## src/hdl/gic_map.svh

```systemverilog
`ifndef GIC_MAP_SVH
`define GIC_MAP_SVH

// APB register byte offsets
`define GIC_STATUS_OFS   8'h00
`define GIC_GAIN_OFS     8'h04
`define GIC_SETTLE_OFS   8'h08
`define GIC_STATE_OFS    8'h0c

// Timing, system clock in MHz
`define GIC_CLK_MHZ      100
`define GIC_SETTLE_US    25
`define GIC_SETTLE_CYC   (`GIC_SETTLE_US * `GIC_CLK_MHZ)
`define GIC_SWITCH_US    1
`define GIC_SWITCH_CYC   (`GIC_SWITCH_US * `GIC_CLK_MHZ)
// Pin edge to output flop: two sync stages, state flop, output flop
`define GIC_PATH_CYC     4

// Field layout and widths
`define GIC_CNT_W        16
`define GIC_ADDR_LSB     0
`define GIC_ADDR_MSB     7
`define GIC_VALID_LSB    16
`define GIC_CH_MAX       16

`endif

```

## src/hdl/gic_pkg.sv

```systemverilog
package gic_pkg;

   // Controller lines of one channel, as they arrive on the pins
   typedef struct packed {
      logic       clearN;   // Low forces clearing
      logic       holdSel;  // Low integrates, high holds
      logic [1:0] gainSel;  // Bit 1 is the MSB line
   } gic_pins_type;

   // Switch and status drive of one channel
   typedef struct packed {
      logic       resetSw;     // Closes the integrator reset switch
      logic       integSw;     // Connects the input to the integrator
      logic       monitor;     // Logic monitor output
      logic       resultValid; // Held value has settled
      logic [3:0] scale;       // One-hot: x1, x2, x5, x10
   } gic_drive_type;

   typedef enum logic [1:0] {
      ST_CLEAR,
      ST_INTEG,
      ST_HOLD
   } gic_state_type;

endpackage

```

## src/hdl/gic_sync.sv

```systemverilog
`timescale 1ns/1ps
// Two-stage synchroniser; stage one feeds stage two only
module gic_sync #(
   parameter int W = 4
) (
   input  wire logic         clk,
   input  wire logic         rstn,
   input  wire logic [W-1:0] asyncIn,
   output logic [W-1:0]      syncOut
);

   logic [W-1:0] meta_q;

   // Reset to zero: a cleared line means clearing, the safe state
   always_ff @(posedge clk or negedge rstn) begin
      if (!rstn) begin
         meta_q  <= '0;
         syncOut <= '0;
      end else begin
         meta_q  <= asyncIn;
         syncOut <= meta_q;
      end
   end

endmodule

```

## src/hdl/gic_chan_ctrl.sv

```systemverilog
// The placing of the registers and the APB slave port were left to the implementer.
`timescale 1ns/1ps
`include "gic_map.svh"

//Contract
// - Select low integrates, high holds result.
// - Clear low forces clearing, high enables.
// - Monitor high while clearing or integrating.
// - Hold keeps output constant until change.
// - Boxcar: windows accumulate until clear.
// - Gain code selects 1, 2, 5, 10.
// - Two to sixteen channels, in pairs.
// - Changes complete within 1 us.
module gic_chan_ctrl #(
   parameter int NUM_CH = 2
) (
   input  wire logic                              clk,
   input  wire logic                              rstn,
   // APB slave
   input  wire logic                              psel,
   input  wire logic                              penable,
   input  wire logic                              pwrite,
   input  wire logic [31:0]                       paddr,
   input  wire logic [31:0]                       pwdata,
   input  wire logic [3:0]                        pstrb,
   output logic [31:0]                            prdata,
   output logic                                   pready,
   output logic                                   pslverr,
   // Channel pins and drive
   input  wire gic_pkg::gic_pins_type [NUM_CH-1:0] chPins,
   output gic_pkg::gic_drive_type [NUM_CH-1:0]    chDrive,
   output logic                                   powerInd
);

   localparam int PW = $bits(gic_pkg::gic_pins_type);

   // Elaboration checks on the channel count and switching budget
   generate
      if (NUM_CH < 2 || NUM_CH > `GIC_CH_MAX || (NUM_CH % 2) != 0) begin : g_badCh
         $error("NUM_CH must be even, from 2 to 16");
      end
      if (`GIC_PATH_CYC > `GIC_SWITCH_CYC) begin : g_badPath
         $error("Pin-to-switch path exceeds switching budget");
      end
      if (`GIC_SETTLE_CYC >= (1 << `GIC_CNT_W)) begin : g_badSettle
         $error("Settling count does not fit the counter");
      end
   endgenerate

   logic [NUM_CH*PW-1:0]                  rawPins;
   logic [NUM_CH*PW-1:0]                  syncPins;
   gic_pkg::gic_pins_type [NUM_CH-1:0]    pinS;
   gic_pkg::gic_state_type                state_q [NUM_CH];
   logic [`GIC_CNT_W-1:0]                 cnt_q   [NUM_CH];
   logic [`GIC_CNT_W-1:0]                 settle_q;
   logic [NUM_CH-1:0]                     monVec;
   logic [NUM_CH-1:0]                     validVec;
   logic [2*NUM_CH-1:0]                   gainVec;
   logic [2*NUM_CH-1:0]                   stateVec;
   logic                                  apbAccess;
   logic                                  apbDone;
   logic                                  apbFirst;
   logic                                  apbErr;
   logic [`GIC_ADDR_MSB:`GIC_ADDR_LSB]    regAddr;
   logic                                  addrHit;
   logic                                  addrRo;
   logic [31:0]                           rdMux;

   // All controller lines pass two flops before any logic
   assign rawPins = chPins;
   gic_sync #(
      .W       (NUM_CH*PW)
   ) u_sync (
      .clk     (clk),
      .rstn    (rstn),
      .asyncIn (rawPins),
      .syncOut (syncPins)
   );
   assign pinS = syncPins;

   // Every channel has its own lines, state and drive
   genvar ch;
   generate
      for (ch = 0; ch < NUM_CH; ch++) begin : g_ch

         // Channel sequencer; clear outranks the select line
         always_ff @(posedge clk or negedge rstn) begin
            if (!rstn) begin
               state_q[ch] <= gic_pkg::ST_CLEAR;
            end else if (!pinS[ch].clearN) begin
               state_q[ch] <= gic_pkg::ST_CLEAR;
            end else if (!pinS[ch].holdSel) begin
               // From hold too: boxcar windows add to the held value
               state_q[ch] <= gic_pkg::ST_INTEG;
            end else begin
               state_q[ch] <= gic_pkg::ST_HOLD;
            end
         end

         // Settling counter restarts on every entry into hold
         always_ff @(posedge clk or negedge rstn) begin
            if (!rstn) begin
               cnt_q[ch] <= '0;
            end else if (state_q[ch] != gic_pkg::ST_HOLD) begin
               cnt_q[ch] <= '0;
            end else if (cnt_q[ch] < settle_q) begin
               cnt_q[ch] <= cnt_q[ch] + `GIC_CNT_W'(1);
            end
         end

         // Switch drive, one flop after the state: four cycles in all
         always_ff @(posedge clk or negedge rstn) begin
            if (!rstn) begin
               chDrive[ch] <= '{resetSw: 1'b1, integSw: 1'b0, monitor: 1'b1,
                                resultValid: 1'b0, scale: 4'h1};
            end else begin
               chDrive[ch].resetSw <= (state_q[ch] == gic_pkg::ST_CLEAR);
               // Hold opens both switches, so the output stays put
               chDrive[ch].integSw <= (state_q[ch] == gic_pkg::ST_INTEG);
               chDrive[ch].monitor <= (state_q[ch] != gic_pkg::ST_HOLD);
               chDrive[ch].resultValid <= (state_q[ch] == gic_pkg::ST_HOLD)
                                          && (cnt_q[ch] >= settle_q)
                                          && pinS[ch].clearN && pinS[ch].holdSel;
               case (pinS[ch].gainSel)
                  2'h0:    chDrive[ch].scale <= 4'h1;   // x1
                  2'h1:    chDrive[ch].scale <= 4'h2;   // x2
                  2'h2:    chDrive[ch].scale <= 4'h4;   // x5
                  2'h3:    chDrive[ch].scale <= 4'h8;   // x10
                  default: chDrive[ch].scale <= 4'h1;
               endcase
            end
         end

         assign monVec[ch]          = chDrive[ch].monitor;
         assign validVec[ch]        = chDrive[ch].resultValid;
         assign gainVec[2*ch +: 2]  = pinS[ch].gainSel;
         assign stateVec[2*ch +: 2] = state_q[ch];
      end
   endgenerate

   // Power indicator rises at the first edge after reset
   always_ff @(posedge clk or negedge rstn) begin
      if (!rstn) begin
         powerInd <= 1'b0;
      end else begin
         powerInd <= 1'b1;
      end
   end

   // APB decode; pready comes from a flop, one wait state per access
   assign apbAccess = psel && penable;
   assign apbDone   = apbAccess && pready;
   assign regAddr   = paddr[`GIC_ADDR_MSB:`GIC_ADDR_LSB];
   assign addrHit   = (paddr[31:`GIC_ADDR_MSB+1] == '0) && (paddr[1:0] == 2'h0) &&
                      (regAddr == `GIC_STATUS_OFS || regAddr == `GIC_GAIN_OFS ||
                       regAddr == `GIC_SETTLE_OFS || regAddr == `GIC_STATE_OFS);
   assign addrRo    = (regAddr != `GIC_SETTLE_OFS);

   // First access-phase cycle; the wait state comes from pready itself
   assign apbFirst  = apbAccess && !pready;
   assign apbErr    = !addrHit || (pwrite && addrRo);

   // Read mux; unused upper bits read as zero
   always_comb begin
      rdMux = 32'h0;
      case (regAddr)
         `GIC_STATUS_OFS: begin
            rdMux[NUM_CH-1:0] = monVec;
            rdMux[`GIC_VALID_LSB +: NUM_CH] = validVec;
         end
         `GIC_GAIN_OFS:   rdMux[2*NUM_CH-1:0] = gainVec;
         `GIC_SETTLE_OFS: rdMux[`GIC_CNT_W-1:0] = settle_q;
         `GIC_STATE_OFS:  rdMux[2*NUM_CH-1:0] = stateVec;
         default:         rdMux = 32'h0;
      endcase
   end

   // Ready pulse, one cycle per access
   always_ff @(posedge clk or negedge rstn) begin
      if (!rstn) begin
         pready <= 1'b0;
      end else begin
         pready <= apbFirst;
      end
   end

   // Error flag stands only beside the ready pulse
   always_ff @(posedge clk or negedge rstn) begin
      if (!rstn) begin
         pslverr <= 1'b0;
      end else begin
         pslverr <= apbFirst && apbErr;
      end
   end

   // Read data; zero outside the ready cycle keeps stale values off the bus
   always_ff @(posedge clk or negedge rstn) begin
      if (!rstn) begin
         prdata <= 32'h0;
      end else if (apbFirst && !pwrite && addrHit) begin
         prdata <= rdMux;
      end else begin
         prdata <= 32'h0;
      end
   end

   // Settling count, in clock cycles, programmable by byte lane
   always_ff @(posedge clk or negedge rstn) begin
      if (!rstn) begin
         settle_q <= `GIC_CNT_W'(`GIC_SETTLE_CYC);
      end else if (apbDone && pwrite && regAddr == `GIC_SETTLE_OFS && addrHit) begin
         if (pstrb[0]) begin
            settle_q[7:0] <= pwdata[7:0];
         end
         if (pstrb[1]) begin
            settle_q[15:8] <= pwdata[15:8];
         end
      end
   end

endmodule

```

## config.mk

```make
export PLATFORM = sky130hd
export DESIGN_NAME = gic_chan_ctrl
export DESIGN_NICKNAME = d
export VERILOG_FILES = /design/src/hdl/gic_pkg.sv /design/src/hdl/gic_sync.sv /design/src/hdl/gic_chan_ctrl.sv
export VERILOG_INCLUDE_DIRS = /design/src /design/src/hdl
export SDC_FILE = /design/constraint.sdc
export NUM_CORES = 1
export LEC_CHECK = 0
export BUFFER_PORTS_ARGS = -buffer_cell sky130_fd_sc_hd__buf_2
export CAP_MARGIN = 0
export CORE_MARGIN = 2
export CORE_UTILIZATION = 48
export DETAILED_ROUTE_END_ITERATION = 10
export PLACE_DENSITY_LB_ADDON = 0.1
export SYNTH_ARGS = -nofsm -noshare
export SYNTH_HDL_FRONTEND = slang
export SYNTH_SLANG_ARGS = --single-unit
```

## constraint.sdc

```tcl
create_clock -name clk -period 2.3 [get_ports clk]
set_input_delay 0.23 -clock clk [delete_from_list [all_inputs] [get_ports clk]]
set_output_delay 0.23 -clock clk [all_outputs]
set_load 0.02 [all_outputs]
```

Word level (Yosys, flattened, before mapping):

Cells that the tools add are included.

* register bits: 119
* input port bits: 81
* output and inout port bits: 51
* logic and storage cells: 95

* reductions and logical operators: 36
* muxes and demuxes: 15
* equality and inequality tests: 16
* order comparisons: 4
* add/subtract/negate cells: 2

Operators with widths (number)
* $mux 16: 4
* $add 16x1->16 const B: 2
* $ge 16x16->1: 2
* $lt 16x16->1: 2
* $pmux 4 s4: 2
* $logic_not 24->1: 1
* $logic_and 1x1->1: 18
* $mux 18: 1
* $eq 8x4->1 const B: 2
* $eq 2x2->1 const B: 6
* $mux 12: 1
* $logic_not 2->1: 5
* $mux 2: 5
* $eq 2x1->1 const B: 4
* $eq 8x3->1 const B: 1
* $logic_not 8->1: 1
* $ne 8x4->1 const B: 1
* $pmux 2 s4: 1
* $pmux 2 s3: 1
* $logic_or 1x1->1: 4
* $ne 2x2->1 const B: 2
* $reduce_and 2->1: 2
* $reduce_bool 2->1: 2
* $logic_not 1->1: 3

Depth between registers and ports, before layout:

Gate-level depths: netlist (run 1).

* depth in word-level cells: 8
* mapped depth: 10
* depth with buffers taken out: 8

Modules after synthesis:

From an unflattened synthesis (run 1), not the netlist that was laid out.

* cells, all modules: 463
* area, all modules: 4957.3 um^2

By module, submodules not included
* gic_chan_ctrl: seq. area each 2240.9 um^2, area an instance 4556.9 um^2, instances 1, cells an instance 447
* gic_sync: seq. area each 400.4 um^2, area an instance 400.4 um^2, instances 1, cells an instance 16

Worst setup path after synthesis (run 1):

Ideal clock, no wire load.

* path kind: register to register
* start point: reg settle_q[7]
* end point: reg cnt_q[30] (netlist name)
* data arrival time: 2.404 ns
* slack: -0.182 ns
* cell stages (with the launch flop): 9
* clock period less this slack: 2.482 ns
* buffers on the path: 0
* setup time: 0.078 ns
* data required time: 2.222 ns
* path through: dfstp_2 > inv_1 > ha_1 > a21oi_1 > o21ai_0 > a221o_1 > or3_4 > or4_1 > a21oi_1

* longest elaborated chain between the ends: 2

Ends and longest elaborated chain
* start: declaration: RTL line gic_chan_ctrl.sv:55 `` logic [`GIC_CNT_W-1:0] settle_q; ``
* start signal: assignment: RTL line gic_chan_ctrl.sv:210 `` settle_q <= `GIC_CNT_W'(`GIC_SETTLE_CYC); ``
* start signal: assignment: RTL line gic_chan_ctrl.sv:213 `settle_q[7:0] <= pwdata[7:0];`
* $lt 16x16->1: RTL line gic_chan_ctrl.sv:106 `end else if (cnt_q[ch] < settle_q) begin`
* $reduce_bool 2->1 (no source line)
* end signal: indexed assignment: RTL line gic_chan_ctrl.sv:107 `` cnt_q[ch] <= cnt_q[ch] + `GIC_CNT_W'(1); ``
* end: declaration: RTL line gic_chan_ctrl.sv:54 `` logic [`GIC_CNT_W-1:0] cnt_q [NUM_CH]; ``

Every way passes these cells.
A chain may end at the register's enable or synchronous reset.

Final worst setup path (run 1):

* start point: reg settle_q[7]
* end point: reg cnt_q[31] (netlist name)

Same word-level chain as after synthesis.

==> results of run 1 <==
==> state kept, by name, summed over array words and instances (netlist names) <==
name            flops
u_sync.syncOut      8
pready              1
cnt_q              32
settle_q           16
u_sync.meta_q       8
powerInd            1
prdata             18
pslverr             1
chDrive            16
stateVec            4
==> Yosys cell counts (all sizes together), types with 3 or more instances <==
master,count
a21o,4
a21oi,36
and2,20
and3,4
buf,18
clkbuf,8
dfrtp,94
dfstp,11
ha,34
inv,26
mux2,16
mux2i,4
nand2,30
nand2b,5
nand3,15
nand4,11
nor2,25
nor2b,15
nor3,3
nor4,7
o21ai,23
o31ai,4
or3,17
or4,7
xnor2,5
==> worst max path at each step <==
stage,cells after the start,end,startpoint,slack (ns)
CTS,8,cnt_q[31]$_DFFE_PN0P_,settle_q[11]$_DFFE_PN1P_,-0.23
detailed placement,8,cnt_q[31]$_DFFE_PN0P_,settle_q[7]$_DFFE_PN1P_,-0.26
global route,7,cnt_q[31]$_DFFE_PN0P_,cnt_q[17]$_DFFE_PN0P_,-0.24
global placement,8,cnt_q[31]$_DFFE_PN0P_,settle_q[7]$_DFFE_PN1P_,-0.20
floorplan,8,cnt_q[31]$_DFFE_PN0P_,settle_q[7]$_DFFE_PN1P_,-0.1
finish,8,cnt_q[31]$_DFFE_PN0P_,settle_q[7]$_DFFE_PN1P_,-0.15
==> power breakdown <==
| part | total, W | switching, W | internal [W] |
|---|---|---|---|
| clock network | 0.00124 | 0.000700 | 0.000538 |
| registers | 0.00190 | 0.0000172 | 0.00188 |
| logic | 0.000222 | 0.000136 | 0.0000863 |
| total | 0.00336 | 0.000853 | 0.00251 |
==> layout make-up <==
| type | count | share of cell area, % |
|---|---|---|
| timing repair buffer | 184 | 17.67 |
| multi-input combinational | 321 | 36.96 |
| sequential | 105 | 38.28 |
| clock inverter | 7 | 1.378 |
| clock buffer | 9 | 1.794 |
| inverter | 26 | 1.450 |
| tap | 136 | 2.465 |
==> layer usage <==
layer,vias to the layer above,wire [microns],GRT usage [%]
met5,-,0,0
met4,0,346,7.613
met3,23,706,4.721
met2,133,6589,41.80
met1,1963,5114,26.24
li1,1955,-,-
==> what timing repair did <==
item | 4_1_cts | 5_1_grt
hold buffers | 9 | 0
resized for setup | 25 | 52
hold endpoints to repair | 47 | 0
setup buffers | 10 | 3
endpoints found under the setup margin | 32 | 34
gates cloned | 1 | 2
pin swaps | 18 | 40
==> layout by cell type, fill, tap and decap left out, types with 3 or more instances in the layout <==
cell type      instances
clkbuf_8               9
dfstp_2               11
ha_4                  11
nand2_1               29
nand4_1               11
a21oi_2               15
and2_1                20
a21oi_1               21
mux2_2                16
inv_2                  8
or3_4                  6
nor2_1                25
o21ai_0               13
mux2i_1                4
o21ai_1                7
nor2b_1               15
and3_1                 4
xnor2_1                4
buf_2                 98
buf_4                 69
dlygate4sd3_1          9
nor4_1                 5
nand3_2                3
nand3_1               12
conb_1                15
or3_1                 12
buf_6                  5
ha_1                  23
or4_4                  3
nand2b_1               4
inv_1                 17
or4_1                  4
a21o_1                 4
dfrtp_1               93
==> logic make-up (layout without fill, tap and decap cells) <==
logic type / count (synthesis) / in the layout / synth area share, %
and+or+nand+nor: 167 / 168 / 18.46
DFF: 105 / 105 / 52.93
AOI/OAI and AO/OA: 75 / 75 / 8.375
buffers and inverters: 52 / 226 / 5.015
adders and majority gates: 34 / 34 / 8.526
muxes: 22 / 22 / 5.316
xor gates and xnor gates: 7 / 7 / 1.229
other: 2 / 15 / 0.1505
==> through the flow <==
stage	cells	worst slack, ns	power (W)	hold slack, ns
final	788	-0.1522	0.003362	0.07358
after CTS	785	-0.2331	0.003402	0.05823
after detailed placement	749	-0.2571	0.002150	0.2794
after global routing	788	-0.2413	0.003491	0.06702
after floorplan	477	-0.09584	0.002036	-0.06559
after global placement	749	-0.2002	0.002145	0.2689
==> worst max-delay path, cell delays in order, from the launching register on <==
cell	delay (ns)
dfstp_2	0.56
inv_2	0.05
ha_4	0.21
a21oi_2	0.11
o21ai_1	0.07
a221o_1	0.36
or3_4	0.40
or4_4	0.50
a21oi_2	0.12
==> results.sh, run 1 <==
export IMPL_fp_coreArea_sq_um=10180
export IMPL_synth_area_sq_um=4990
export IMPL_synth_top_area_share_pct=47.14
export IMPL_slew_headroom_pct=43.06
export IMPL_finalCoreUtilization_pct=67.78
export IMPL_core_rowCount=37
export IMPL_violations="negative setup slack"
export IMPL_hold_path_depth=2
export IMPL_synth_ff_latch_count=105
export IMPL_fin_setup_tns_ns=-1.328
export IMPL_synth_top_flop_cell="dfrtp_1"
export IMPL_nFillCells=789
export IMPL_cts_sinks=105
export IMPL_ant_nets=0
export IMPL_cts_clk_slew_worst_paths_ns=0.12
export IMPL_grt_use_total_pct=22.70
export IMPL_finalMaxSlewViolations=0
export IMPL_multi_input_area_sq_um=2551
export IMPL_synth_top_cell_by_area="dfrtp_1"
export IMPL_synth_edf_count=0
export IMPL_syn_avg_cell_area_sq_um=10.75
export IMPL_synthCells=464
export IMPL_clockRootBuffer="clkbuf_8"
export IMPL_cp_max_fo=7
export IMPL_worst_slew_pin_slew_ns=0.8542
export IMPL_placed_area_sq_um=6087
export IMPL_avgViaCountPerCell=5.170
export IMPL_reg2reg_to="cnt_q[31]$_DFFE_PN0P_"
export IMPL_power_density_nw_per_um2=487.0
export IMPL_cts_buffers=9
export IMPL_grt_overflow_total=0
export IMPL_dieArea_sq_um=11230
export IMPL_drive_gt1_share_pct=44.17
export IMPL_finalCritPeriodShare_pct=106.6
export IMPL_grt_first_pass_wirelength_microns=19510
export IMPL_wl_per_cell_microns=16.19
export IMPL_required_ns=2.62
export IMPL_ir_drop_v=0.0003388
export IMPL_ys_top_cells_by_area="dfrtp_1 (47%), ha_1 (8.5%), dfstp_2 (5.8%)"
export IMPL_leakagePower_nw=3.326
export IMPL_fmax_mhz=407.8
export IMPL_clock_latency_ns=0.38
export IMPL_finalWorstSetupSlack_ns=-0.1522
export IMPL_async_flop_share_pct=100.0
export IMPL_start_util_pct=48.99
export IMPL_numPortBuffers=99
export IMPL_hold_path_endpoint="settle_q[14]$_DFFE_PN0P_"
export IMPL_grt_max_degree=47
export IMPL_seq_area_sq_um=2643
export IMPL_drtIter0Drc=176
export IMPL_crit_arrival_ns=2.77
export IMPL_cts_tree="done"
export IMPL_die_h_microns=106.0
export IMPL_setup_viol=16
export IMPL_min_delay_start="pwdata[14]"
export IMPL_ios=132
export IMPL_finClkSkew_ns=0.01852
export IMPL_ys_seq_area_share_pct=52.93
export IMPL_drc_errors=0
export IMPL_design_area_sq_um=6903
export IMPL_crit_path_start_kind="flop"
export IMPL_drtPass1Iterations=4
export IMPL_rsz0062_at_grt="yes"
export IMPL_reg2reg_slack_ns=-0.15
export IMPL_gp_congestion=0.8351
export IMPL_status="complete, but fails checks"
export IMPL_min_period_ns=2.452
export IMPL_antenna_found_initial=0
export IMPL_ys_warn_count=0
export IMPL_synth_cell_types=43
export IMPL_vias=4074
export IMPL_worstHoldPathType="in2reg"
export IMPL_r2r_start="settle_q[7]$_DFFE_PN1P_"
export IMPL_path_class="reg2reg"
export IMPL_area_growth_synth_to_final_pct=38.34
export IMPL_diodes=0
export IMPL_ctsHtreeMaxLevel=3
export IMPL_end_kind="flop"
export IMPL_grt_pass1_vias=4133
export IMPL_hold_viol_final=0
export IMPL_postRouteWirelength_microns=12760
export IMPL_maxCapViolations=0
export IMPL_reg2reg_depth=8
export IMPL_fin_nets=762
export IMPL_clockBufferDepth=2
export IMPL_dieWidth_microns=106.0
export IMPL_dpl_hpwl_microns=8948
Note: power is estimated with default switching activity, not from simulation.
==> inputs of run 2 (changes only) <==
==> constraint.sdc (replaced) <==
create_clock -name clk -period 2.3 [get_ports clk]
set_input_delay 0.115 -clock clk [delete_from_list [all_inputs] [get_ports clk]]
set_output_delay 0.115 -clock clk [all_outputs]
set_load 0.02 [all_outputs]
==> run 2 against run 1 <==
Net effect:
- the run still ends with negative setup slack left
- wire length up 0.42%
- combinational power is 9.0% higher
- flip-flop and latch count unchanged
- maximum frequency fell by 1.0%
- clock-buffer cell count stayed put
- critical path type unchanged
==> results.sh, run 2 (synthesized netlist as in run 1, its figures left out) <==
export IMPL_crit_arrival_ns=2.79
export IMPL_drive_gt1_share_pct=45.96
export IMPL_cts_tree="done"
export IMPL_p_switching_w=0.0008490
export IMPL_leakagePower_nw=3.477
export IMPL_area_growth_synth_to_final_pct=45.51
export IMPL_slew_headroom_pct=37.24
export IMPL_regMostFlops="cnt_q"
export IMPL_largest_reg_flops=32
export IMPL_clockBufferDepth=2
export IMPL_ios=132
export IMPL_ctsHtreeMaxLevel=3
export IMPL_p_sw_share_pct=26.01
export IMPL_cpPeakStageDelay_ns=0.55
export IMPL_fin_cells=817
export IMPL_diodes=0
export IMPL_antenna_found_initial=0
export IMPL_wl_per_cell_microns=15.68
export IMPL_drc_errors=0
export IMPL_cp_max_fo=5
export IMPL_postRouteWirelength_microns=12810
export IMPL_required_ns=2.62
export IMPL_critPathBufInv=2
export IMPL_path_class="reg2reg"
export IMPL_mostFrequentLayoutCells="buf_2 (98), dfrtp_1 (94), buf_4 (74)"
export IMPL_core_rowCount=37
export IMPL_grt_pass1_vias=4236
export IMPL_path_delay_family="simple AND/OR/NAND/NOR gates"
export IMPL_finalCritPeriodShare_pct=107.7
export IMPL_top_regs="cnt_q (32), prdata (18)"
export IMPL_crit_path_start_kind="flop"
export IMPL_ir_drop_v=0.0002707
export IMPL_dpl_hpwl_microns=8742
export IMPL_fp_coreArea_sq_um=10180
export IMPL_rsz0062_at_grt="yes"
export IMPL_dieArea_sq_um=11230
export IMPL_r2r_start="settle_q[7]$_DFFE_PN1P_"
export IMPL_min_period_ns=2.478
export IMPL_grt_max_degree=106
export IMPL_finalMaxSlewViolations=0
export IMPL_reg2reg_depth=9
export IMPL_finalWorstSetupSlack_ns=-0.1782
export IMPL_power_density_nw_per_um2=449.5
export IMPL_hold_viol_final=0
export IMPL_clockRootBuffer="clkbuf_8"
export IMPL_reg2reg_to="cnt_q[20]$_DFFE_PN0P_"
export IMPL_crit_chain="inv_2 -> ha_4 -> a21oi_2 -> o21ai_1 -> a221o_1 -> buf_6 -> or3_4 -> or3_4 -> a21oi_2"
export IMPL_drtIter0Drc=179
export IMPL_start_util_pct=48.99
export IMPL_grt_first_pass_wirelength_microns=20490
export IMPL_p_seq_share_pct=58.3
export IMPL_end_kind="flop"
export IMPL_gp_congestion=0.8152
export IMPL_grt_use_total_pct=23.56
export IMPL_die_h_microns=106.0
export IMPL_maxCapViolations=0
export IMPL_finalCoreUtilization_pct=71.29
export IMPL_worstHoldPathType="in2reg"
export IMPL_dieWidth_microns=106.0
export IMPL_cts_sinks=105
export IMPL_status="complete, but fails checks"
export IMPL_fmax_mhz=403.5
export IMPL_cts_clk_slew_worst_paths_ns=0.11
export IMPL_grt_overflow_total=0
export IMPL_numPortBuffers=99
export IMPL_place_inst=754
export IMPL_ant_nets=0
export IMPL_dp_slack_ns=-0.2947
export IMPL_violations="negative setup slack"
export IMPL_final_common_cell="buf_2"
export IMPL_total_power_w=0.003264
export IMPL_fin_nets=791
export IMPL_drtPass1Iterations=4
export IMPL_finClkSkew_ns=0.01206
export IMPL_avgViaCountPerCell=5.166
export IMPL_reg2reg_slack_ns=-0.18
export IMPL_vias=4221
export IMPL_clock_latency_ns=0.38
export IMPL_p_int_w=0.002415
export IMPL_cpMaxStageDelayCell="dfstp_2"
export IMPL_worst_slew_pin_slew_ns=0.9414
export IMPL_cts_buffers=9
export IMPL_startpoint="settle_q[7]$_DFFE_PN1P_"
export IMPL_cp_num_cells=9
export IMPL_crit_end="cnt_q[20]$_DFFE_PN0P_"
export IMPL_p_comb_share_pct=7.4
export IMPL_clkPwrFrac_pct=34.3
export IMPL_setup_viol=16
## run 2: timing repair
action / CTS / global route
hold buffers: 25 / 0
buffers inserted: 15 / 5
pin swaps: 25 / 42
gates resized for setup: 36 / 75
setup endpoints to repair: 27 / 33
gates cloned: 4 / 0
endpoints found under the hold margin: 118 / 0
## run 2: how the worst min path moves through the flow
stage	to	depth (start not counted)	startpoint
after detailed placement	u_sync.meta_q[6]$_DFF_PN0_	1	chPins[6]
final	settle_q[7]$_DFFE_PN1P_	2	pwdata[7]
after global routing	settle_q[7]$_DFFE_PN1P_	2	pwdata[7]
after global placement	u_sync.meta_q[0]$_DFF_PN0_	1	chPins[0]
after floorplan	chDrive[10]$_DFF_PN0_	0	rstn
after CTS	settle_q[7]$_DFFE_PN1P_	2	pwdata[7]
## run 2: cell type report
cell class | count | area [sq um]
fill | 737 | 2924
multi-input combinational | 323 | 2661
sequential | 105 | 2641
timing repair buffer | 211 | 1493
tap | 136 | 170.2
clock buffer | 9 | 123.9
inverter | 26 | 100.1
clock inverter | 7 | 71.32
## run 2: worst register-to-register path, cell delays in order (launching register included)
cell and delay [ns]:
dfstp_2 0.55, inv_2 0.05, ha_4 0.22, a21oi_2 0.11
o21ai_1 0.09, a221o_1 0.40, buf_6 0.14, or3_4 0.37
or3_4 0.38, a21oi_2 0.11
## run 2: per-layer routing
| metal | wire length (microns) | track usage, % | vias to the layer above |
|---|---|---|---|
| li1 | - | - | 2029 |
| met1 | 5229 | 29.05 | 2027 |
| met2 | 6471 | 40.74 | 140 |
| met3 | 711 | 4.292 | 25 |
| met4 | 398 | 10.06 | 0 |
| met5 | 0 | 0 | - |
## run 2: stage by stage
step / hold WS, ns / setup TNS (ns) / instance area, sq um
2_1_floorplan: -0.1806 / -0.4497 / 5086
3_3_place_gp: 0.2226 / -3.037 / 6125
3_5_place_dp: 0.2243 / -4.543 / 6125
4_1_cts: 0.001255 / -1.791 / 6927
5_1_grt: 0.005389 / -4.169 / 7261
6_report: 0.005794 / -1.676 / 7261
## run 2: power by group through the flow
stage          combinational, W  clock [W]  sequential [W]
6_report               0.000242    0.00112         0.00190
5_1_grt                0.000264    0.00122         0.00191
3_3_place_gp           0.000207          0         0.00194
2_1_floorplan         0.0000793          0         0.00196
4_1_cts                0.000242    0.00115         0.00190
3_5_place_dp           0.000210          0         0.00194
